**src/include/sampling_adc_defs.vh**
```
`ifndef SAMPLING_ADC_DEFS_VH
`define SAMPLING_ADC_DEFS_VH

// ----------------------------------------------------------------------------
// Widths
// ----------------------------------------------------------------------------
`define RES_W 12
`define BYTE_W 8
`define NIB_W 4
`define SER_LEN 16
`define SER_LEAD 4
`define SER_CNT_W 5
`define CONV_CNT_W 8
`define DIV_CNT_W 8
`define SYNC_W 7

// ----------------------------------------------------------------------------
// Pin positions on the shared data bus
// ----------------------------------------------------------------------------
`define POS_HBS 11
`define POS_STRB 10
`define POS_SCLK 9
`define POS_SDAT 8

// ----------------------------------------------------------------------------
// Three-level format input, as two digital sense bits
// ----------------------------------------------------------------------------
`define FMT_W 2
`define FMT_HIGH 2'h1
`define FMT_ZERO 2'h0
`define FMT_NEG 2'h2
`define FMT_PAR_BIT 0
`define FMT_NEG_BIT 1

// ----------------------------------------------------------------------------
// Timing counts
// ----------------------------------------------------------------------------
`define CONV_CLKS_DEF 20
`define INT_HALF_DEF 10

// ----------------------------------------------------------------------------
// Reset values
// ----------------------------------------------------------------------------
`define SYNC_RST 7'h7F
`define RES_RST 12'h000

`endif

```
**src/hw/pin_sync.v**
```verilog
module pin_sync #(
    parameter WIDTH = 1,
    parameter [WIDTH-1:0] RST_VAL = {WIDTH{1'b1}}
) (
    input wire clk_sys,
    input wire resetn,
    input wire clk_en,
    input wire [WIDTH-1:0] d,
    output reg [WIDTH-1:0] q
);

reg [WIDTH-1:0] meta_r;

// ----------------------------------------------------------------------------
// Two-stage synchroniser
// ----------------------------------------------------------------------------
// First stage feeds only the second stage
always @(posedge clk_sys or negedge resetn) begin
    if (!resetn) begin
        meta_r <= RST_VAL;
        q <= RST_VAL;
    end else if (clk_en) begin
        meta_r <= d;
        q <= meta_r;
    end
end

endmodule // pin_sync

```
**src/hw/sampling_adc_host_interface.v**
```verilog
`include "sampling_adc_defs.vh"

module sampling_adc_host_interface #(
    parameter CONV_CLKS = `CONV_CLKS_DEF,
    parameter INT_HALF = `INT_HALF_DEF
) (
    input wire clk_sys,
    input wire resetn,
    input wire clk_en,
    input wire convert_start_n,
    input wire cs_n,
    input wire rd_n,
    input wire [`RES_W-1:0] db_in,
    input wire conv_clk_ext,
    input wire use_ext_clk,
    input wire [`FMT_W-1:0] format_sel,
    input wire unipolar_range,
    input wire [`RES_W-1:0] adc_code,
    output reg [`RES_W-1:0] db_out,
    output reg [`RES_W-1:0] db_oe,
    output reg busy_int_n,
    output reg track_hold
);

// ----------------------------------------------------------------------------
// Constants and functions
// ----------------------------------------------------------------------------
localparam [1:0] ST_IDLE = 2'h1;
localparam [1:0] ST_CONV = 2'h2;
localparam integer CONV_LAST_I = CONV_CLKS - 1;
localparam integer DIV_LAST_I = INT_HALF - 1;
localparam integer SER_LAST_I = `SER_LEN - 1;
localparam integer SER_LEAD_I = `SER_LEAD;
localparam [`CONV_CNT_W-1:0] CONV_LAST = CONV_LAST_I[`CONV_CNT_W-1:0];
localparam [`DIV_CNT_W-1:0] DIV_LAST = DIV_LAST_I[`DIV_CNT_W-1:0];
localparam [`SER_CNT_W-1:0] SER_LAST = SER_LAST_I[`SER_CNT_W-1:0];
localparam [`SER_CNT_W-1:0] SER_LEAD_N = SER_LEAD_I[`SER_CNT_W-1:0];

// Bipolar codes flip the msb of the offset code
function [`RES_W-1:0] encode;
    input [`RES_W-1:0] code;
    input unipolar;
    begin
        encode = unipolar ? code : {~code[`RES_W-1], code[`RES_W-2:0]};
    end
endfunction

// Bit of the serial word at a given position, position 0 sent first
function ser_bit;
    input [`SER_CNT_W-1:0] idx;
    input [`RES_W-1:0] code;
    input unipolar;
    reg [`RES_W-1:0] enc;
    reg [`SER_CNT_W-1:0] pos;
    begin
        enc = encode(code, unipolar);
        pos = SER_LAST - idx;
        if (idx < SER_LEAD_N) begin
            ser_bit = 1'b0;
        end else begin
            ser_bit = enc[pos[3:0]];
        end
    end
endfunction

// ----------------------------------------------------------------------------
// Pin synchronisers
// ----------------------------------------------------------------------------
wire [`SYNC_W-1:0] sync_q;
wire cvs_s;
wire cs_s;
wire rd_s;
wire hbs_s;
wire ext_s;
wire [`FMT_W-1:0] fmt_s;

pin_sync #(
    .WIDTH(`SYNC_W),
    .RST_VAL(`SYNC_RST)
) u_sync (
    .clk_sys(clk_sys),
    .resetn(resetn),
    .clk_en(clk_en),
    .d({format_sel, conv_clk_ext, db_in[`POS_HBS], rd_n, cs_n, convert_start_n}),
    .q(sync_q)
);

assign cvs_s = sync_q[0];
assign cs_s = sync_q[1];
assign rd_s = sync_q[2];
assign hbs_s = sync_q[3];
assign ext_s = sync_q[4];
assign fmt_s = sync_q[6:5];

// ----------------------------------------------------------------------------
// State
// ----------------------------------------------------------------------------
reg [1:0] st_r;
reg [1:0] st_nxt;
reg cvs_prev_r;
reg cs_prev_r;
reg rd_act_prev_r;
reg cclk_prev_r;
reg int_clk_r;
reg [`DIV_CNT_W-1:0] div_cnt_r;
reg [`CONV_CNT_W-1:0] conv_cnt_r;
reg [`CONV_CNT_W-1:0] conv_cnt_nxt;
reg mode2_r;
reg mode2_nxt;
reg int_n_r;
reg int_n_nxt;
reg [`RES_W-1:0] result_r;
reg [`RES_W-1:0] result_nxt;
reg ser_pend_r;
reg ser_pend_nxt;
reg ser_act_r;
reg ser_act_nxt;
reg [`SER_CNT_W-1:0] ser_cnt_r;
reg [`SER_CNT_W-1:0] ser_cnt_nxt;
reg sdat_r;
reg sdat_nxt;
reg [`RES_W-1:0] db_out_nxt;
reg [`RES_W-1:0] db_oe_nxt;

wire fmt_par;
wire fmt_cont;
wire cclk_lvl;
wire cclk_rise;
wire rd_act;
wire rd_start;
wire cvs_rise;
wire cs_fall;
wire idle;
wire start_m1;
wire start_m2;
wire conv_done;
wire drive_rd;
wire sclk_run;

assign fmt_par = fmt_s[`FMT_PAR_BIT];
// continuous clock at negative level only
assign fmt_cont = fmt_s[`FMT_NEG_BIT] & ~fmt_par;
assign cclk_lvl = use_ext_clk ? ext_s : int_clk_r;
assign cclk_rise = cclk_lvl & ~cclk_prev_r;
assign rd_act = ~cs_s & ~rd_s;
assign rd_start = rd_act & ~rd_act_prev_r;
assign cvs_rise = cvs_s & ~cvs_prev_r;
assign cs_fall = cs_prev_r & ~cs_s;
assign idle = st_r[0];
// start on rising edge, not while selected
assign start_m1 = idle & cvs_rise & cs_s;
// start by chip select with byte select low, or with any byte select in word format
assign start_m2 = idle & cs_fall & ~cvs_s & (fmt_par | ~hbs_s);
assign conv_done = st_r[1] & cclk_rise & (conv_cnt_r == CONV_LAST);
// latches frozen, no data lines driven by a read during conversion
// A read that starts a conversion must not drive the stale word
assign drive_rd = rd_act & idle & ~(start_m1 | start_m2);
assign sclk_run = fmt_cont | ser_act_r;

// ----------------------------------------------------------------------------
// Internal converter clock
// ----------------------------------------------------------------------------
// Runs always so the serial clock can be continuous
always @(posedge clk_sys or negedge resetn) begin
    if (!resetn) begin
        div_cnt_r <= {`DIV_CNT_W{1'b0}};
        int_clk_r <= 1'b0;
    end else if (clk_en) begin
        if (div_cnt_r == DIV_LAST) begin
            div_cnt_r <= {`DIV_CNT_W{1'b0}};
            int_clk_r <= ~int_clk_r;
        end else begin
            div_cnt_r <= div_cnt_r + 1'b1;
        end
    end
end

// ----------------------------------------------------------------------------
// Conversion control
// ----------------------------------------------------------------------------
always @* begin
    st_nxt = st_r;
    conv_cnt_nxt = conv_cnt_r;
    mode2_nxt = mode2_r;
    int_n_nxt = int_n_r;
    result_nxt = result_r;
    case (st_r)
        ST_IDLE: begin
            if (start_m1 | start_m2) begin
                st_nxt = ST_CONV;
                conv_cnt_nxt = {`CONV_CNT_W{1'b0}};
                mode2_nxt = start_m2;
            end
        end
        ST_CONV: begin
            if (conv_done) begin
                st_nxt = ST_IDLE;
                result_nxt = encode(adc_code, unipolar_range);
            end else if (cclk_rise) begin
                conv_cnt_nxt = conv_cnt_r + 1'b1;
            end
        end
        default: begin
            st_nxt = ST_IDLE;
        end
    endcase
    if (rd_start) begin
        int_n_nxt = 1'b1;
    end
    // completion wins over a read in the same cycle
    if (conv_done & ~mode2_r) begin
        int_n_nxt = 1'b0;
    end
end

// ----------------------------------------------------------------------------
// Serial framing
// ----------------------------------------------------------------------------
always @* begin
    ser_pend_nxt = ser_pend_r;
    ser_act_nxt = ser_act_r;
    ser_cnt_nxt = ser_cnt_r;
    sdat_nxt = sdat_r;
    if (start_m1 | start_m2) begin
        ser_pend_nxt = ~fmt_par;
    end else if (cclk_rise) begin
        if (ser_pend_r) begin
            // strobe low at first clock rise
            ser_pend_nxt = 1'b0;
            ser_act_nxt = 1'b1;
            ser_cnt_nxt = {`SER_CNT_W{1'b0}};
            sdat_nxt = ser_bit({`SER_CNT_W{1'b0}}, adc_code, unipolar_range);
        end else if (ser_act_r) begin
            if (ser_cnt_r == SER_LAST) begin
                ser_act_nxt = 1'b0;
                sdat_nxt = 1'b1;
            end else begin
                ser_cnt_nxt = ser_cnt_r + 1'b1;
                sdat_nxt = ser_bit(ser_cnt_r + 1'b1, adc_code, unipolar_range);
            end
        end
    end
end

// ----------------------------------------------------------------------------
// Data bus drive
// ----------------------------------------------------------------------------
always @* begin
    db_out_nxt = {`RES_W{1'b0}};
    db_oe_nxt = {`RES_W{1'b0}};
    if (fmt_par) begin
        // full word on all twelve lines
        db_out_nxt = result_r;
        db_oe_nxt = {`RES_W{drive_rd}};
    end else begin
        if (hbs_s) begin
            db_out_nxt[`BYTE_W-1:0] = {{`NIB_W{1'b0}}, result_r[`RES_W-1:`BYTE_W]};
        end else begin
            db_out_nxt[`BYTE_W-1:0] = result_r[`BYTE_W-1:0];
        end
        db_oe_nxt[`BYTE_W-1:0] = {`BYTE_W{drive_rd}};
        // serial pins only pull low; top pin is an input
        db_oe_nxt[`POS_STRB] = ser_act_r;
        // gated clock stops after the frame
        db_oe_nxt[`POS_SCLK] = sclk_run & ~cclk_lvl;
        db_oe_nxt[`POS_SDAT] = ser_act_r & ~sdat_r;
    end
end

// ----------------------------------------------------------------------------
// Registers
// ----------------------------------------------------------------------------
always @(posedge clk_sys or negedge resetn) begin
    if (!resetn) begin
        st_r <= ST_IDLE;
        cvs_prev_r <= 1'b1;
        cs_prev_r <= 1'b1;
        rd_act_prev_r <= 1'b0;
        cclk_prev_r <= 1'b0;
        conv_cnt_r <= {`CONV_CNT_W{1'b0}};
        mode2_r <= 1'b0;
        int_n_r <= 1'b1;
        result_r <= `RES_RST;
        ser_pend_r <= 1'b0;
        ser_act_r <= 1'b0;
        ser_cnt_r <= {`SER_CNT_W{1'b0}};
        sdat_r <= 1'b1;
        db_out <= {`RES_W{1'b0}};
        db_oe <= {`RES_W{1'b0}};
        busy_int_n <= 1'b1;
        track_hold <= 1'b0;
    end else if (clk_en) begin
        st_r <= st_nxt;
        cvs_prev_r <= cvs_s;
        cs_prev_r <= cs_s;
        rd_act_prev_r <= rd_act;
        cclk_prev_r <= cclk_lvl;
        conv_cnt_r <= conv_cnt_nxt;
        mode2_r <= mode2_nxt;
        int_n_r <= int_n_nxt;
        result_r <= result_nxt;
        ser_pend_r <= ser_pend_nxt;
        ser_act_r <= ser_act_nxt;
        ser_cnt_r <= ser_cnt_nxt;
        sdat_r <= sdat_nxt;
        db_out <= db_out_nxt;
        db_oe <= db_oe_nxt;
        // busy follows conversion in mode 2
        busy_int_n <= mode2_nxt ? ~st_nxt[1] : int_n_nxt;
        track_hold <= st_nxt[1];
    end
end

endmodule // sampling_adc_host_interface

```
**config.mk**
```make
export PLATFORM = sky130hd
export DESIGN_NAME = sampling_adc_host_interface
export DESIGN_NICKNAME = d
export VERILOG_FILES = /design/src/hw/pin_sync.v /design/src/hw/sampling_adc_host_interface.v
export VERILOG_INCLUDE_DIRS = /design/src /design/src/include
export SDC_FILE = /design/constraint.sdc
export NUM_CORES = 1
export LEC_CHECK = 0
export BUFFER_PORTS_ARGS = -buffer_cell sky130_fd_sc_hd__buf_2
export CORE_ASPECT_RATIO = 1.25
export CORE_MARGIN = 1
export CORE_UTILIZATION = 53
export CTS_CLUSTER_DIAMETER = 200
export CTS_CLUSTER_SIZE = 30
export DETAILED_ROUTE_END_ITERATION = 8
export GPL_ROUTABILITY_DRIVEN = 0
export PLACE_DENSITY = 0.85
export SETUP_SLACK_MARGIN = 0.05
export SYNTH_ARGS = -nofsm -noshare
export SYNTH_HDL_FRONTEND = slang
export SYNTH_SLANG_ARGS = --single-unit
```
**constraint.sdc**
```tcl
create_clock -name clk_sys -period 3.3 [get_ports clk_sys]
set_clock_uncertainty 0.05 [all_clocks]
set_input_delay 0.66 -clock clk_sys [delete_from_list [all_inputs] [get_ports clk_sys]]
set_output_delay 0.66 -clock clk_sys [all_outputs]
set_load 0.01 [all_outputs]
```
After elaboration in Yosys (flattened, before gate mapping)
Index checks and enable logic that the tools add are counted.

operators by class
  add/sub/neg operators = 4
  $lt $le $gt $ge = 2
  equality and inequality tests = 10
  multiplexer cells = 34
  bitwise logic cells = 36
  reduce and logical (&&, ||, !) cells = 11

operator list
  operator                                                              number
  8-bit two-way mux                                                     6
  1-bit AND                                                             18
  1-bit two-way mux                                                     17
  8-bit by 1-bit adder with 8-bit output, second input constant         2
  8-bit case mux with 2 select lines                                    1
  5-bit two-way mux                                                     3
  1-bit NOT                                                             15
  12-bit two-way mux                                                    1
  11-bit two-way mux                                                    1
  2-bit inequality test, second input constant                          5
  5-bit AND reduction                                                   2
  3-bit AND reduction                                                   3
  8-bit by 4-bit == test with 1-bit output, second input constant       1
  8-bit by 5-bit == test with 1-bit output, second input constant       1
  2-bit nonzero test                                                    3
  5-bit by 1-bit adder with 5-bit output, second input constant         1
  5-bit by 4-bit == test with 1-bit output, second input constant       1
  4-bit by 5-bit < comparator with 1-bit output, second input constant  1
  5-bit by 3-bit < comparator with 1-bit output, second input constant  1
  1-bit binary-select mux with 4-bit select                             1
  2-bit two-way mux                                                     2
  4-bit two-way mux                                                     1
  2-bit case mux with 2 select lines                                    1
  2-bit AND reduction                                                   2
  other kinds (5)                                                       7

storage, ports and cells
  bits in registers = 84
  input port bits = 35
  word-level logic and storage cells = 118

Depth between registers and ports, before layout
Gate-level depths: netlist of the first run.

  depth after elaboration = 10
  mapped depth = 8
  depth with buffers taken out = 7

Cells and area by module
From an unflattened synthesis of the first run, not the netlist that was laid out.

second synthesis, totals
  cells, all modules = 333
  area total of the unflattened synthesis = 3722.3 sq um

modules (own cells, without submodules)
  module                       times used  cells each  area an instance (sq um)  sequential area each (sq um)
  sampling_adc_host_interface  1           304         3185.6                    1584.0
  pin_sync                     1           29          536.8                     367.9

Least setup slack after synthesis of the first run
OpenSTA, ideal clock, no wires.

  path type = reg2reg
  start point = register conv_cnt_r[0]
  end point = register result_r[10]
  data arrival time = 2307 ps
  setup slack = 818 ps
  stages on the path, launching flop included = 8
  path buffers = 2
  cell sequence = dfrtp_1 > ha_1 > or4bb_1 > or4_1 > buf_2 > nor3_4 > buf_6 > mux2_4

between the ends
  cells in the longest elaborated chain, start to end = 3

RTL lines
  what                                      line                               source
  start, declared                           sampling_adc_host_interface.v:106  reg [`CONV_CNT_W-1:0] conv_cnt_r;
  start signal, assigned                    sampling_adc_host_interface.v:280  conv_cnt_r <= {`CONV_CNT_W{1'b0}};
  start signal, assigned                    sampling_adc_host_interface.v:298  conv_cnt_r <= conv_cnt_nxt;
  8-bit by 5-bit == test with 1-bit output  sampling_adc_host_interface.v:154  assign conv_done = st_r[1] & cclk_rise & (conv_cnt_r == CONV_LAST);
  1-bit AND                                 sampling_adc_host_interface.v:154
  3-bit AND reduction (no line)             n/a
  end signal, assigned                      sampling_adc_host_interface.v:283  result_r <= `RES_RST;
  end signal, assigned                      sampling_adc_host_interface.v:301  result_r <= result_nxt;
  end, declared                             sampling_adc_host_interface.v:112  reg [`RES_W-1:0] result_r;

No other way between the ends.
A chain may end at the register's enable or synchronous reset.

Final worst setup path of the first run
  start point = register conv_cnt_r[0]
  end point = register result_r[1]

The elaborated chain is that of the path after synthesis.

==> results.rst, run 1 <==
.. list-table::
   :header-rows: 1

   * - Metric
     - Value
   * - Number of instances in the synthesized netlist
     - 347
   * - Routed WL per cell
     - 15.86 µm
   * - FF/Latch Area
     - 1952 µm²
   * - Largest net degree at the start of global routing
     - 78
   * - Setup violation total in the final timing report
     - 0
   * - Sequential group share of total power
     - 48.0%
   * - Met1 WL
     - 3.341 mm
   * - Via count of the first global-routing pass
     - 2712
   * - Number of rows created at floorplan
     - 34
   * - Vias per inst
     - 5.793
   * - Capture point of the critical path
     - result_r[1]
   * - Total area of multi-input combinational cells
     - 1637 µm²
   * - CP startpoint kind
     - flip-flop
   * - Clock-pin slew on the worst setup and hold paths
     - 0.08 ns
   * - Die Footprint
     - 7449 µm²
   * - Crit path required time
     - 3.50 ns
   * - Worst vdd ir
     - 344.9 µV
   * - Detailed-route via count
     - 2798
   * - CTS Hold Bufs
     - 0
   * - Logic pwr share
     - 23.0%
   * - Setup crit end kind
     - flip-flop
   * - Finished Core Util
     - 61.40%
   * - Worst Hold Class
     - in2async
   * - Share of final-layout standard cells stronger than drive strength 1
     - 31.55%
   * - Relative area change from synthesis to final layout
     - 13.06%
   * - Syn Std Cell Area
     - 3766 µm²
   * - Post-route DRC violation count
     - 0
   * - Inserted Diodes
     - 0
   * - Global route overflow
     - 0
   * - Max layer used
     - met4
   * - Final-report hold violation count
     - 0
   * - Met2 wire length
     - 3.828 mm
   * - Final Critical Period
     - 2.752 ns
   * - EDFF count, synth
     - 0
   * - H-tree depth reported by CTS
     - 3
   * - Final layout net count
     - 430
   * - Wire length reported by the detailed router
     - 7.660 mm
   * - Average cell area after synthesis
     - 10.85 µm²
   * - Part of the cycle the worst path needs
     - 83.39%
   * - Total power per unit cell area
     - 628.3 nW/µm²
   * - Chip height
     - 96.25 µm
   * - Global-route wire length before repair
     - 13.03 mm
   * - Static leakage
     - 1.926 nW
   * - RSZ-0062 raised after global routing
     - false
   * - Starting DRT DRC Count
     - 135
   * - Number of distinct standard cells referenced by the synthesized netlist
     - 54
   * - Maximum number of buffers from clock root to sink
     - 2
   * - Top library cells by usage in the layout, fill and taps aside
     - 57 x sky130_fd_sc_hd__dfrtp_1, 48 x sky130_fd_sc_hd__buf_2, 40 x sky130_fd_sc_hd__nand2_1, 23 x sky130_fd_sc_hd__o21ai_0
   * - Initial antenna violation count
     - 0
   * - Data arrival time of the critical path
     - 2.95 ns
   * - Quantity of I/O buffers inserted on ports
     - 49
   * - Clock share of power
     - 29.1%
   * - Max-Cap Viols
     - 0
   * - Slew at the pin closest to its max-slew limit
     - 0.9417 ns
   * - Worst r2r path cells
     - 6
   * - Antenna-violating nets left
     - 0
   * - Worst reg-to-reg setup slack
     - 0.55 ns
   * - Outcome
     - finished clean
   * - Category of the critical setup timing path
     - reg2reg
   * - Count of synthesis-stage warnings from yosys
     - 0
   * - Clock sink count
     - 77
   * - Share of the yosys chip area belonging to registers
     - 51.83%
   * - Synth Register Bits
     - 77
   * - Remaining max-slew budget at the tightest pin
     - 37.22%
   * - Asr flop ratio synth
     - 100.0%
   * - Root Buffer Master
     - sky130_fd_sc_hd__clkbuf_8
   * - Met3 Routed Length
     - 318 µm
   * - Total iterations of the first detailed-routing run
     - 4
   * - Switching component of the power
     - 0.0008601 W
   * - CP startpoint
     - conv_cnt_r[0]
   * - Switching part of the total
     - 32.15%
   * - Count of boundary I/O pins
     - 61
   * - Number of max-slew violations in the final report
     - 0
   * - Predominant post-synthesis flop cell
     - sky130_fd_sc_hd__dfrtp_1
   * - Start of the worst register-to-register path
     - conv_cnt_r[0]
   * - Internal Pwr Total
     - 0.001815 W
   * - Clock tree from TritonCTS
     - built
   * - Clock buffer count from CTS
     - 9
   * - Most common cell after layout, fill and taps aside
     - sky130_fd_sc_hd__dfrtp_1
   * - Setup Total Neg Slack
     - 0 ns
   * - Die width
     - 77.40 µm
   * - Insertion delay to the later sink of the worst-skew pair
     - 0.36 ns
   * - Core Area
     - 6934 µm²
   * - Fill cell total of the finished layout
     - 559
   * - DP HPWL
     - 5.376 mm
   * - Initial Utilization
     - 54.31%
   * - All-layer global routing usage
     - 22.98%
   * - Mapped Nets
     - 389
   * - Post-CTS setup buffers
     - 0
   * - Reg-to-Reg End
     - result_r[1]
   * - Number of instances resized during post-cts repair
     - 0
   * - Maximum clock rate
     - 363.4 MHz
   * - Biggest fanout along the worst timing path
     - 12
area by class of cell:
type / instances / area share [%]
repair buffers: 55 / 6.876
inverters: 13 / 1.146
well taps: 90 / 2.645
flip-flops and latches: 77 / 45.84
clock buffers: 10 / 2.997
multi-input cells: 232 / 38.44
clock inverters: 6 / 2.057
power by group through the flow:
stage / sequential [W] / clock [W] / combinational (W)
floorplan: 0.00125 / 0 / 0.000475
global placement: 0.00129 / 0 / 0.000584
detailed placement: 0.00130 / 0 / 0.000617
CTS: 0.00128 / 0.000785 / 0.000617
global route: 0.00131 / 0.000824 / 0.000693
finish: 0.00128 / 0.000777 / 0.000615
cell usage after synthesis (3+ instances only):
| master | count | area (µm²) |
|---|---|---|
| sky130_fd_sc_hd__nor2b_1 | 3 | 18.77 |
| sky130_fd_sc_hd__mux2_4 | 10 | 150.1 |
| sky130_fd_sc_hd__dfrtp_1 | 57 | 1426 |
| sky130_fd_sc_hd__nand2_1 | 40 | 150.1 |
| sky130_fd_sc_hd__or4_1 | 4 | 30.03 |
| sky130_fd_sc_hd__mux2i_1 | 3 | 30.03 |
| sky130_fd_sc_hd__xnor2_1 | 4 | 35.03 |
| sky130_fd_sc_hd__nand2b_1 | 3 | 18.77 |
| sky130_fd_sc_hd__nor2_1 | 14 | 52.55 |
| sky130_fd_sc_hd__buf_4 | 7 | 52.55 |
| sky130_fd_sc_hd__dfstp_2 | 20 | 525.5 |
| sky130_fd_sc_hd__a21oi_1 | 11 | 55.05 |
| sky130_fd_sc_hd__a31oi_1 | 4 | 25.02 |
| sky130_fd_sc_hd__o31ai_1 | 3 | 22.52 |
| sky130_fd_sc_hd__inv_1 | 13 | 48.80 |
| sky130_fd_sc_hd__nor3_1 | 6 | 30.03 |
| sky130_fd_sc_hd__clkbuf_1 | 14 | 52.55 |
| sky130_fd_sc_hd__or3_1 | 5 | 31.28 |
| sky130_fd_sc_hd__a21o_1 | 3 | 22.52 |
| sky130_fd_sc_hd__nor4_1 | 3 | 18.77 |
| sky130_fd_sc_hd__mux2_2 | 19 | 214.0 |
| sky130_fd_sc_hd__nand4_1 | 4 | 25.02 |
| sky130_fd_sc_hd__xor2_1 | 4 | 35.03 |
| sky130_fd_sc_hd__o21ai_0 | 23 | 115.1 |
| sky130_fd_sc_hd__and3_1 | 5 | 31.28 |
| sky130_fd_sc_hd__nand3_1 | 20 | 100.1 |
| sky130_fd_sc_hd__ha_1 | 7 | 87.58 |
| sky130_fd_sc_hd__o2bb2ai_1 | 5 | 43.79 |
worst min-delay path by stage:
stage / start / slack, ns / to / depth (start not counted)
floorplan: resetn / 0.31 / cclk_prev_r / 0
global placement: div_cnt_r[7] / 0.41 / div_cnt_r[7] / 1
detailed placement: int_clk_r / 0.41 / int_clk_r / 1
CTS: resetn / 0.43 / conv_cnt_r[7] / 1
global route: sdat_r / 0.45 / sdat_r / 2
finish: resetn / 0.38 / conv_cnt_r[0] / 1
routing by layer:
layer,track usage (%),vias to the layer above
met5,0,-
met4,9.748,0
met3,5.498,12
met2,37.39,66
met1,29.53,1400
li1,-,1320
critical path, stage by stage, from the launching register on:
cell and delay, ns:
sky130_fd_sc_hd__dfrtp_1 0.41, sky130_fd_sc_hd__ha_1 0.23, sky130_fd_sc_hd__or4bb_1 0.51, sky130_fd_sc_hd__or4_1 0.65
sky130_fd_sc_hd__nor3_4 0.16, sky130_fd_sc_hd__buf_4 0.26, sky130_fd_sc_hd__mux2_2 0.36
registers in the layout (all words and copies together), names as in the netlist, 2 cells and up:
register       count
conv_cnt_r         8
st_r               2
db_oe              5
result_r          12
div_cnt_r          8
u_sync.meta_r      7
u_sync.q           7
ser_cnt_r          5
db_out            12
metrics by stage:
step                      power, W  setup slack [ns]  hold WS (ns)  std cells  cell area [µm²]
after floorplan           0.001723            0.8182        0.3144        347             3766
after global placement    0.001873            0.6189        0.4102        467             4043
after detailed placement  0.001914            0.5622        0.4147        467             4043
after CTS                 0.002682            0.5402        0.4278        483             4258
after global routing      0.002830            0.3841        0.4473        483             4258
final                     0.002675            0.5482        0.3848        483             4258
cell families after synthesis:
| kind of cell | synth area share (%) |
|---|---|
| AND/OR/NAND/NOR | 16.88 |
| flip-flops | 51.83 |
| AO/OA/AOI/OAI | 10.73 |
| buffers and inverters | 4.718 |
| multiplexers | 11.66 |
| XOR/XNOR | 1.860 |
| adder cells (fa/ha/maj) | 2.325 |
Power figures use the tool's default switching activity.
==> run 2: changes to the inputs <==
--- a/config.mk
+++ b/config.mk
@@ -6,10 +6,11 @@
 export SDC_FILE = /design/constraint.sdc
 export NUM_CORES = 1
 export LEC_CHECK = 0
+export ABC_AREA = 1
 export BUFFER_PORTS_ARGS = -buffer_cell sky130_fd_sc_hd__buf_2
 export CORE_ASPECT_RATIO = 1.25
 export CORE_MARGIN = 1
-export CORE_UTILIZATION = 53
+export CORE_UTILIZATION = 51
 export CTS_CLUSTER_DIAMETER = 200
 export CTS_CLUSTER_SIZE = 30
 export DETAILED_ROUTE_END_ITERATION = 8
==> constraint.sdc (replaced) <==
create_clock -name clk_sys -period 2.39 [get_ports clk_sys]
set_clock_uncertainty 0.05 [all_clocks]
set_input_delay 0.478 -clock clk_sys [delete_from_list [all_inputs] [get_ports clk_sys]]
set_output_delay 0.478 -clock clk_sys [all_outputs]
set_load 0.01 [all_outputs]
==> results.rst, run 2 <==
.. list-table::
   :header-rows: 1

   * - Metric
     - Value
   * - Total power per unit cell area
     - 835.1 nW/µm² (was 628.3 nW/µm²)
   * - Chain of cells forming the critical path
     - ha_1 > nand2_1 > nor2_1 > ha_1 > inv_1 > nor2_1 > nand3b_2 > nand2_1 > nand2_1 (was ha_1 > or4bb_1 > or4_1 > nor3_4 > buf_4 > mux2_2)
   * - EDFF count, synth
     - 0 (unchanged)
   * - Setup crit end kind
     - flip-flop (unchanged)
   * - Final-report hold violation count
     - 2 (was 0)
   * - Antenna-violating nets left
     - 0 (unchanged)
   * - Core Area
     - 7062 µm² (was 6934 µm²)
   * - RSZ-0062 raised after global routing
     - false (unchanged)
   * - Max layer used
     - met4 (unchanged)
   * - Top library cells by usage in the layout, fill and taps aside
     - 148 x sky130_fd_sc_hd__nand2_1, 57 x sky130_fd_sc_hd__dfrtp_1, 48 x sky130_fd_sc_hd__buf_2, 45 x sky130_fd_sc_hd__inv_1, 36 x sky130_fd_sc_hd__nand3_1 (was 57 x sky130_fd_sc_hd__dfrtp_1, 48 x sky130_fd_sc_hd__buf_2, 40 x sky130_fd_sc_hd__nand2_1, 23 x sky130_fd_sc_hd__o21ai_0)
   * - Violated checks
     - hold timing
   * - Sequential group share of total power
     - 48.3% (was 48.0%)
   * - Die Footprint
     - 7744 µm² (was 7449 µm²)
   * - Most common cell after layout, fill and taps aside
     - sky130_fd_sc_hd__nand2_1 (was sky130_fd_sc_hd__dfrtp_1)
   * - Top post-synthesis cells by count
     - 148 x sky130_fd_sc_hd__nand2_1, 57 x sky130_fd_sc_hd__dfrtp_1, 45 x sky130_fd_sc_hd__inv_1 (was 57 x sky130_fd_sc_hd__dfrtp_1, 40 x sky130_fd_sc_hd__nand2_1, 23 x sky130_fd_sc_hd__o21ai_0)
   * - Category of the critical setup timing path
     - reg2reg (unchanged)
   * - Count of boundary I/O pins
     - 61 (unchanged)
   * - Number of instances resized during post-cts repair
     - 0 (unchanged)
   * - Met3 Routed Length
     - 232 µm (was 318 µm)
   * - Min setup slack post-route
     - 0.5233 ns (was 0.5482 ns)
   * - Predominant post-synthesis flop cell
     - sky130_fd_sc_hd__dfrtp_1 (unchanged)
   * - Top-count cell post-synth
     - sky130_fd_sc_hd__nand2_1 (was sky130_fd_sc_hd__dfrtp_1)
   * - Starting DRT DRC Count
     - 152 (was 135)
   * - Relative area change from synthesis to final layout
     - 12.71% (was 13.06%)
   * - Quantity of I/O buffers inserted on ports
     - 49 (unchanged)
   * - Mapped Nets
     - 494 (was 389)
   * - Number of instances in the synthesized netlist
     - 452 (was 347)
   * - Worst Hold Class
     - in2async (unchanged)
   * - Fill cell total of the finished layout
     - 622 (was 559)
   * - Cell types occupying the most area after synthesis
     - sky130_fd_sc_hd__dfrtp_1 38%, sky130_fd_sc_hd__nand2_1 15%, sky130_fd_sc_hd__dfstp_2 14%, sky130_fd_sc_hd__nand3_1 4.8%, sky130_fd_sc_hd__inv_1 4.5% (was sky130_fd_sc_hd__dfrtp_1 38%, sky130_fd_sc_hd__dfstp_2 14%, sky130_fd_sc_hd__mux2_2 5.7%, sky130_fd_sc_hd__mux2_4 4.0%, sky130_fd_sc_hd__nand2_1 4.0%)
   * - FF/Latch Area
     - 1952 µm² (unchanged)
   * - Die width
     - 78.91 µm (was 77.40 µm)
   * - Total iterations of the first detailed-routing run
     - 5 (was 4)
   * - Inserted Diodes
     - 0 (unchanged)
   * - Top flop regs
     - db_out (12), result_r (12) (unchanged)
   * - Placement Setup Slack
     - 0.4542 ns (was 0.5622 ns)
   * - Switching component of the power
     - 0.001194 W (was 0.0008601 W)
   * - Cell repeated most along the worst path
     - sky130_fd_sc_hd__nand2_1
   * - Final layout net count
     - 539 (was 430)
   * - Met2 wire length
     - 3.818 mm (was 3.828 mm)
   * - Clock-pin slew on the worst setup and hold paths
     - 0.07 ns (was 0.08 ns)
   * - Setup Total Neg Slack
     - 0 ns (unchanged)
   * - Delay of the slowest cell on the worst path
     - 0.52 ns (was 0.65 ns)
   * - Data arrival time of the critical path
     - 2.06 ns (was 2.95 ns)
   * - DP HPWL
     - 5.407 mm (was 5.376 mm)
   * - Clock buffer count from CTS
     - 9 (unchanged)
   * - Total power draw
     - 0.003550 W (was 0.002675 W)
   * - Setup violation total in the final timing report
     - 0 (unchanged)
   * - Post-route DRC violation count
     - 0 (unchanged)
   * - Finished Core Util
     - 60.19% (was 61.40%)
   * - Clock tree from TritonCTS
     - built (unchanged)
   * - Number of max-slew violations in the final report
     - 0 (unchanged)
   * - Routed WL per cell
     - 12.46 µm (was 15.86 µm)
   * - Number of rows created at floorplan
     - 34 (unchanged)
   * - Final Critical Period
     - 1.867 ns (was 2.752 ns)
   * - Initial Utilization
     - 53.40% (was 54.31%)
   * - Global route overflow
     - 0 (unchanged)
   * - Synth Register Bits
     - 77 (unchanged)
   * - Biggest fanout along the worst timing path
     - 14 (was 12)
   * - All-layer global routing usage
     - 21.88% (was 22.98%)
   * - Total area of multi-input combinational cells
     - 1530 µm² (was 1637 µm²)
   * - Vias per inst
     - 5.215 (was 5.793)
   * - Asr flop ratio synth
     - 100.0% (unchanged)
   * - H-tree depth reported by CTS
     - 3 (unchanged)
   * - Chip height
     - 98.14 µm (was 96.25 µm)
   * - Clock sink count
     - 77 (unchanged)
   * - Global-route wire length before repair
     - 13.28 mm (was 13.03 mm)
   * - Met1 WL
     - 3.168 mm (was 3.341 mm)
   * - Root Buffer Master
     - sky130_fd_sc_hd__clkbuf_8 (unchanged)
   * - Slew at the pin closest to its max-slew limit
     - 0.4737 ns (was 0.9417 ns)
   * - Share of the yosys chip area belonging to registers
     - 51.76% (was 51.83%)
   * - CTS Hold Bufs
     - 0 (unchanged)
   * - Syn Std Cell Area
     - 3771 µm² (was 3766 µm²)
   * - Internal Pwr Total
     - 0.002355 W (was 0.001815 W)
   * - Maximum clock rate
     - 535.7 MHz (was 363.4 MHz)
   * - Initial antenna violation count
     - 0 (unchanged)
   * - Wire length reported by the detailed router
     - 7.375 mm (was 7.660 mm)
   * - Logic pwr share
     - 25.8% (was 23.0%)
   * - Worst vdd ir
     - 688.4 µV (was 344.9 µV)
   * - Remaining max-slew budget at the tightest pin
     - 68.39% (was 37.22%)
   * - Insertion delay to the later sink of the worst-skew pair
     - 0.35 ns (was 0.36 ns)
   * - Post-CTS setup buffers
     - 0 (unchanged)
   * - Static leakage
     - 2.191 nW (was 1.926 nW)
   * - CP startpoint kind
     - flip-flop (unchanged)
   * - Clock share of power
     - 25.9% (was 29.1%)
   * - Number of distinct standard cells referenced by the synthesized netlist
     - 34 (was 54)
   * - Area share of the largest cell type after synthesis
     - 37.82% (was 37.87%)
   * - Average cell area after synthesis
     - 8.343 µm² (was 10.85 µm²)
   * - Yosys top cell by area
     - sky130_fd_sc_hd__dfrtp_1 (unchanged)
   * - Worst hold slack after final layout
     - -0.00009753 ns (was 0.3848 ns)
   * - Maximum number of buffers from clock root to sink
     - 2 (unchanged)
   * - Max-Cap Viols
     - 0 (unchanged)
   * - Count of synthesis-stage warnings from yosys
     - 0 (unchanged)
   * - Slowest cell on crit path
     - sky130_fd_sc_hd__dfrtp_1 (was sky130_fd_sc_hd__or4_1)
   * - Share of final-layout standard cells stronger than drive strength 1
     - 19.32% (was 31.55%)
   * - Outcome
     - complete, but fails checks (was finished clean)
   * - Largest net degree at the start of global routing
     - 47 (was 78)
   * - Crit path required time
     - 2.58 ns (was 3.50 ns)
   * - Part of the cycle the worst path needs
     - 78.11% (was 83.39%)
   * - Switching part of the total
     - 33.65% (was 32.15%)
   * - Via count of the first global-routing pass
     - 3077 (was 2712)
   * - Detailed-route via count
     - 3087 (was 2798)
[run 2: changes by cell type in the layout (fill, tap and decap cells not counted), moves of 7 or more]
| cell | delta |
|---|---|
| sky130_fd_sc_hd__nand2_1 | +108 |
| sky130_fd_sc_hd__inv_1 | +32 |
| sky130_fd_sc_hd__mux2_2 | -19 |
| sky130_fd_sc_hd__nand3_1 | +16 |
| sky130_fd_sc_hd__nor2_1 | +13 |
| sky130_fd_sc_hd__mux2_4 | -10 |
| sky130_fd_sc_hd__o21ai_0 | +7 |
[run 2: layout make-up]
cell class / count / share of cell area (%)
clock buffers: 14 / 3.356
clock inverters: 2 / 0.8243
inverters: 48 / 4.416
multi-input cells: 308 / 36.00
flip-flops and latches: 77 / 45.92
well taps: 90 / 2.649
repair buffers: 53 / 6.830
[run 2: power groups by stage]
stage                     logic, W  registers, W  clock network, W
after global routing       0.00106       0.00175          0.000987
after detailed placement  0.000915       0.00174                 0
after CTS                 0.000923       0.00172          0.000932
after global placement    0.000878       0.00173                 0
after floorplan           0.000710       0.00169                 0
final                     0.000916       0.00172          0.000918
[run 2: cell families after synthesis]
family	share of synthesized area [%]
adders and majority gates	2.322
muxes	0.2654
and+or+nand+nor	26.84
xor gates and xnor gates	2.322
buffers and inverters	7.664
DFF	51.76
AOI/OAI and AO/OA	8.826
[run 2: worst max-delay path, delay by kind of cell (launching register included)]
kind | cells | cell delay, ns
buffers and inverters | 1 | 0.07
DFF | 1 | 0.52
adders and majority gates | 2 | 0.46
and+or+nand+nor | 6 | 0.64
[run 2: path summary, 6_finish.rpt]
check / slack, ns / cells after the start / to / start
min in group clk_sys: 0.28 / 3 / u_sync.meta_r[3] / db_in[11]
hold reg to reg: 0.41 / 2 / u_sync.meta_r[3] / u_sync.meta_r[3]
hold / removal: -0.0001 / 1 / div_cnt_r[4] / resetn
setup / recovery: 0.52 / 9 / ser_cnt_r[4] / ser_cnt_r[0]
max in group asynchronous: 1.66 / 2 / int_n_r / resetn
setup reg to reg: 0.52 / 9 / ser_cnt_r[4] / ser_cnt_r[0]
[run 2: routing by layer]
layer	global-route usage, %	up-vias
met5	0	-
li1	-	1531
met2	36.72	62
met3	3.738	16
met4	9.510	0
met1	27.68	1478
[run 2: stage by stage]
step                      std cells  instance area (µm²)  hold slack [ns]
final                           592                 4250      -0.00009753
after global routing            592                 4250          0.03340
after CTS                       592                 4250          0.01525
after detailed placement        576                 4073           0.3944
after global placement          576                 4073           0.3895
after floorplan                 452                 3771           0.1324
==> run 3: changes to the inputs <==
==> constraint.sdc (replaced) <==
create_clock -name clk_sys -period 1.7 [get_ports clk_sys]
set_clock_uncertainty 0.05 [all_clocks]
set_input_delay 0.34 -clock clk_sys [delete_from_list [all_inputs] [get_ports clk_sys]]
set_output_delay 0.34 -clock clk_sys [all_outputs]
set_load 0.01 [all_outputs]
==> results.rst, run 3 (synthesized netlist as in run 2, its figures left out) <==
.. list-table::
   :header-rows: 1

   * - Metric
     - Value
   * - Setup crit end kind
     - flip-flop (unchanged)
   * - Insertion delay to the later sink of the worst-skew pair
     - 0.35 ns (about the same)
   * - Fill cell total of the finished layout
     - 571 (was 622)
   * - All-layer global routing usage
     - 21.84% (was 21.88%)
   * - Worst reg-to-reg setup slack
     - 0.07 ns (was 0.52 ns)
   * - Quantity of I/O buffers inserted on ports
     - 49 (unchanged)
   * - Number of max-slew violations in the final report
     - 0 (unchanged)
   * - Worst r2r path cells
     - 11 (was 9)
   * - Worst hold slack after final layout
     - 0.1355 ns (was -0.00009753 ns)
   * - Starting DRT DRC Count
     - 187 (was 152)
   * - Top library cells by usage in the layout, fill and taps aside
     - 138 x sky130_fd_sc_hd__nand2_1, 55 x sky130_fd_sc_hd__dfrtp_1, 48 x sky130_fd_sc_hd__buf_2, 42 x sky130_fd_sc_hd__inv_1, 36 x sky130_fd_sc_hd__nand3_1 (was 148 x sky130_fd_sc_hd__nand2_1, 57 x sky130_fd_sc_hd__dfrtp_1, 48 x sky130_fd_sc_hd__buf_2, 45 x sky130_fd_sc_hd__inv_1, 36 x sky130_fd_sc_hd__nand3_1)
   * - CP startpoint kind
     - flip-flop (unchanged)
   * - Kind of cell adding the most delay to the critical path
     - flip-flops (was simple AND/OR/NAND/NOR gates)
   * - H-tree depth reported by CTS
     - 3 (unchanged)
   * - Max-Cap Viols
     - 0 (unchanged)
   * - Routed WL per cell
     - 14.05 µm (was 12.46 µm)
   * - Worst Hold Class
     - in2reg (was in2async)
   * - Global-route wire length before repair
     - 13.19 mm (was 13.28 mm)
   * - Via count of the first global-routing pass
     - 3025 (was 3077)
   * - Delay of the slowest cell on the worst path
     - 0.63 ns (was 0.52 ns)
   * - Min setup slack post-route
     - 0.06958 ns (was 0.5233 ns)
   * - Count of boundary I/O pins
     - 61 (unchanged)
   * - Placement Setup Slack
     - -0.01641 ns (was 0.4542 ns)
   * - Post-route DRC violation count
     - 0 (unchanged)
   * - Initial antenna violation count
     - 0 (unchanged)
   * - Category of the critical setup timing path
     - reg2reg (unchanged)
   * - Slowest cell on crit path
     - sky130_fd_sc_hd__dfstp_2 (was sky130_fd_sc_hd__dfrtp_1)
   * - Internal Pwr Total
     - 0.003506 W (was 0.002355 W)
   * - Final layout net count
     - 563 (was 539)
   * - Share of final-layout standard cells stronger than drive strength 1
     - 28.71% (was 19.32%)
   * - Setup violation total in the final timing report
     - 0 (unchanged)
   * - Setup Total Neg Slack
     - 0 ns (unchanged)
   * - Total power per unit cell area
     - 1164 nW/µm² (was 835.1 nW/µm²)
   * - Inserted Diodes
     - 0 (unchanged)
   * - DP HPWL
     - 5.468 mm (was 5.407 mm)
   * - Antenna-violating nets left
     - 0 (unchanged)
   * - Initial Utilization
     - 53.40% (unchanged)
   * - Detailed-route via count
     - 3354 (was 3087)
   * - Top flop regs
     - db_out (12), result_r (12) (unchanged)
   * - Depth of the worst hold-timing path
     - 3
   * - Total iterations of the first detailed-routing run
     - 5 (unchanged)
   * - Chain of cells forming the critical path
     - nand2_2 > inv_2 > nand3_4 > nand2_4 > inv_4 > nand2_4 > nand3_4 > clkinv_4 > nand2_8 > nand2_1 > nand2_1 (was ha_1 > nand2_1 > nor2_1 > ha_1 > inv_1 > nor2_1 > nand3b_2 > nand2_1 > nand2_1)
   * - Logic pwr share
     - 30.0% (was 25.8%)
   * - Core Area
     - 7062 µm² (unchanged)
   * - Reg-to-Reg End
     - conv_cnt_r[7] (was ser_cnt_r[4])
   * - Chip height
     - 98.14 µm (unchanged)
   * - Final Critical Period
     - 1.630 ns (was 1.867 ns)
   * - Static leakage
     - 2.375 nW (was 2.191 nW)
   * - Startpoint of the lowest-slack hold path
     - conv_clk_ext
   * - Worst vdd ir
     - 758.3 µV (was 688.4 µV)
   * - Slew at the pin closest to its max-slew limit
     - 0.5192 ns (was 0.4737 ns)
   * - Clock buffer count from CTS
     - 9 (unchanged)
   * - Crit path required time
     - 1.89 ns (was 2.58 ns)
   * - Wire length reported by the detailed router
     - 8.653 mm (was 7.375 mm)
   * - Outcome
     - finished clean (was complete, but fails checks)
   * - Biggest fanout along the worst timing path
     - 8 (was 14)
   * - Global route overflow
     - 0 (unchanged)
   * - Relative area change from synthesis to final layout
     - 23.16% (was 12.71%)
   * - Clock share of power
     - 25.4% (was 25.9%)
   * - Maximum clock rate
     - 613.3 MHz (was 535.7 MHz)
   * - Largest net degree at the start of global routing
     - 78 (was 47)
   * - Number of rows created at floorplan
     - 34 (unchanged)
   * - Switching component of the power
     - 0.001899 W (was 0.001194 W)
   * - Clock-pin slew on the worst setup and hold paths
     - 0.08 ns (was 0.07 ns)
   * - Data arrival time of the critical path
     - 1.82 ns (was 2.06 ns)
   * - Die width
     - 78.91 µm (unchanged)
   * - Total power draw
     - 0.005405 W (was 0.003550 W)
   * - Sequential group share of total power
     - 44.5% (was 48.3%)
   * - End of the worst hold path
     - u_sync.meta_r[4]
   * - Root Buffer Master
     - sky130_fd_sc_hd__clkbuf_8 (unchanged)
   * - Start of the worst register-to-register path
     - st_r[0] (was ser_cnt_r[0])
   * - RSZ-0062 raised after global routing
     - true (was false)
   * - Clock tree from TritonCTS
     - built (unchanged)
   * - Switching part of the total
     - 35.13% (was 33.65%)
   * - Buffers plus inverters on the worst setup path
     - 3 (was 1)
   * - Final-report hold violation count
     - 0 (was 2)
   * - Most common cell after layout, fill and taps aside
     - sky130_fd_sc_hd__nand2_1 (unchanged)
   * - Maximum number of buffers from clock root to sink
     - 2 (unchanged)
   * - Die Footprint
     - 7744 µm² (unchanged)
   * - Clock sink count
     - 77 (unchanged)
   * - Remaining max-slew budget at the tightest pin
     - 65.12% (was 68.39%)
   * - Vias per inst
     - 5.445 (was 5.215)
   * - Part of the cycle the worst path needs
     - 95.91% (was 78.11%)
[run 3: changes by cell type in the layout (fill, tap and decap cells not counted), moves of 4 or more]
cell,change
sky130_fd_sc_hd__buf_4,+16
sky130_fd_sc_hd__o21ai_1,+6
sky130_fd_sc_hd__nand2_1,-10
sky130_fd_sc_hd__ha_1,-5
sky130_fd_sc_hd__o21ai_0,-9
sky130_fd_sc_hd__nand2_2,+10
sky130_fd_sc_hd__nor2_1,-4
[run 3: repair_timing]
action                                  in CTS  in global routing
endpoints found under the setup margin      19                 31
gates resized for setup                      5                 41
pin swaps                                    1                 16
cloned                                       0                  3
hold endpoints to repair                    57                  0
setup buffers                                0                 10
hold buffers                                 1                  0
[run 3: per-layer routing]
layer / GRT usage (%) / share of wire, %
met4: 8.671 / 3.0
met5: 0 / 0
met2: 36.59 / 51
met1: 27.22 / 40
met3: 5.047 / 5.8
[run 3: power groups by stage]
stage	Combinational, W	Clock, W	Sequential, W
finish	0.00162	0.00137	0.00241
global route	0.00179	0.00148	0.00245
CTS	0.00142	0.00139	0.00238
detailed placement	0.00138	0	0.00241
global placement	0.00133	0	0.00239
floorplan	0.000999	0	0.00238
[run 3: worst reg2reg max path: cells and delay by family (launching register included)]
kind | cells | cell delay, ns
flops | 1 | 0.63
buf+inv | 3 | 0.22
simple gates | 8 | 0.62
[run 3: final cells by class]
cell class / count / area [µm²] / area share (%)
clock buffer: 12 / 145.1 / 3.125
multi-input combinational: 309 / 1668 / 35.91
tap: 90 / 112.6 / 2.425
timing repair buffer: 76 / 528.0 / 11.37
clock inverter: 4 / 48.80 / 1.051
inverter: 48 / 187.7 / 4.041
sequential: 77 / 1954 / 42.08
[run 3: through the flow]
| stage | util [%] | instances | cell area, µm² |
|---|---|---|---|
| after floorplan | - | 452 | 3771 |
| after global placement | 58.91 | 586 | 4160 |
| after detailed placement | 58.91 | 586 | 4160 |
| after CTS | 62.14 | 603 | 4388 |
| after global routing | 65.77 | 616 | 4644 |
| final | 65.77 | 616 | 4644 |
[run 3: worst max-delay path by stage]
stage	from	to	slack, ns	cells after the start
2_1_floorplan	st_r[0]	conv_cnt_r[2]	0.14	6
3_3_place_gp	st_r[0]	conv_cnt_r[1]	0.05	6
3_5_place_dp	use_ext_clk	ser_cnt_r[1]	-0.02	7
4_1_cts	st_r[0]	conv_cnt_r[6]	0.07	8
5_1_grt	conv_cnt_r[2]	result_r[4]	-0.02	8
6_report	st_r[0]	conv_cnt_r[7]	0.07	11
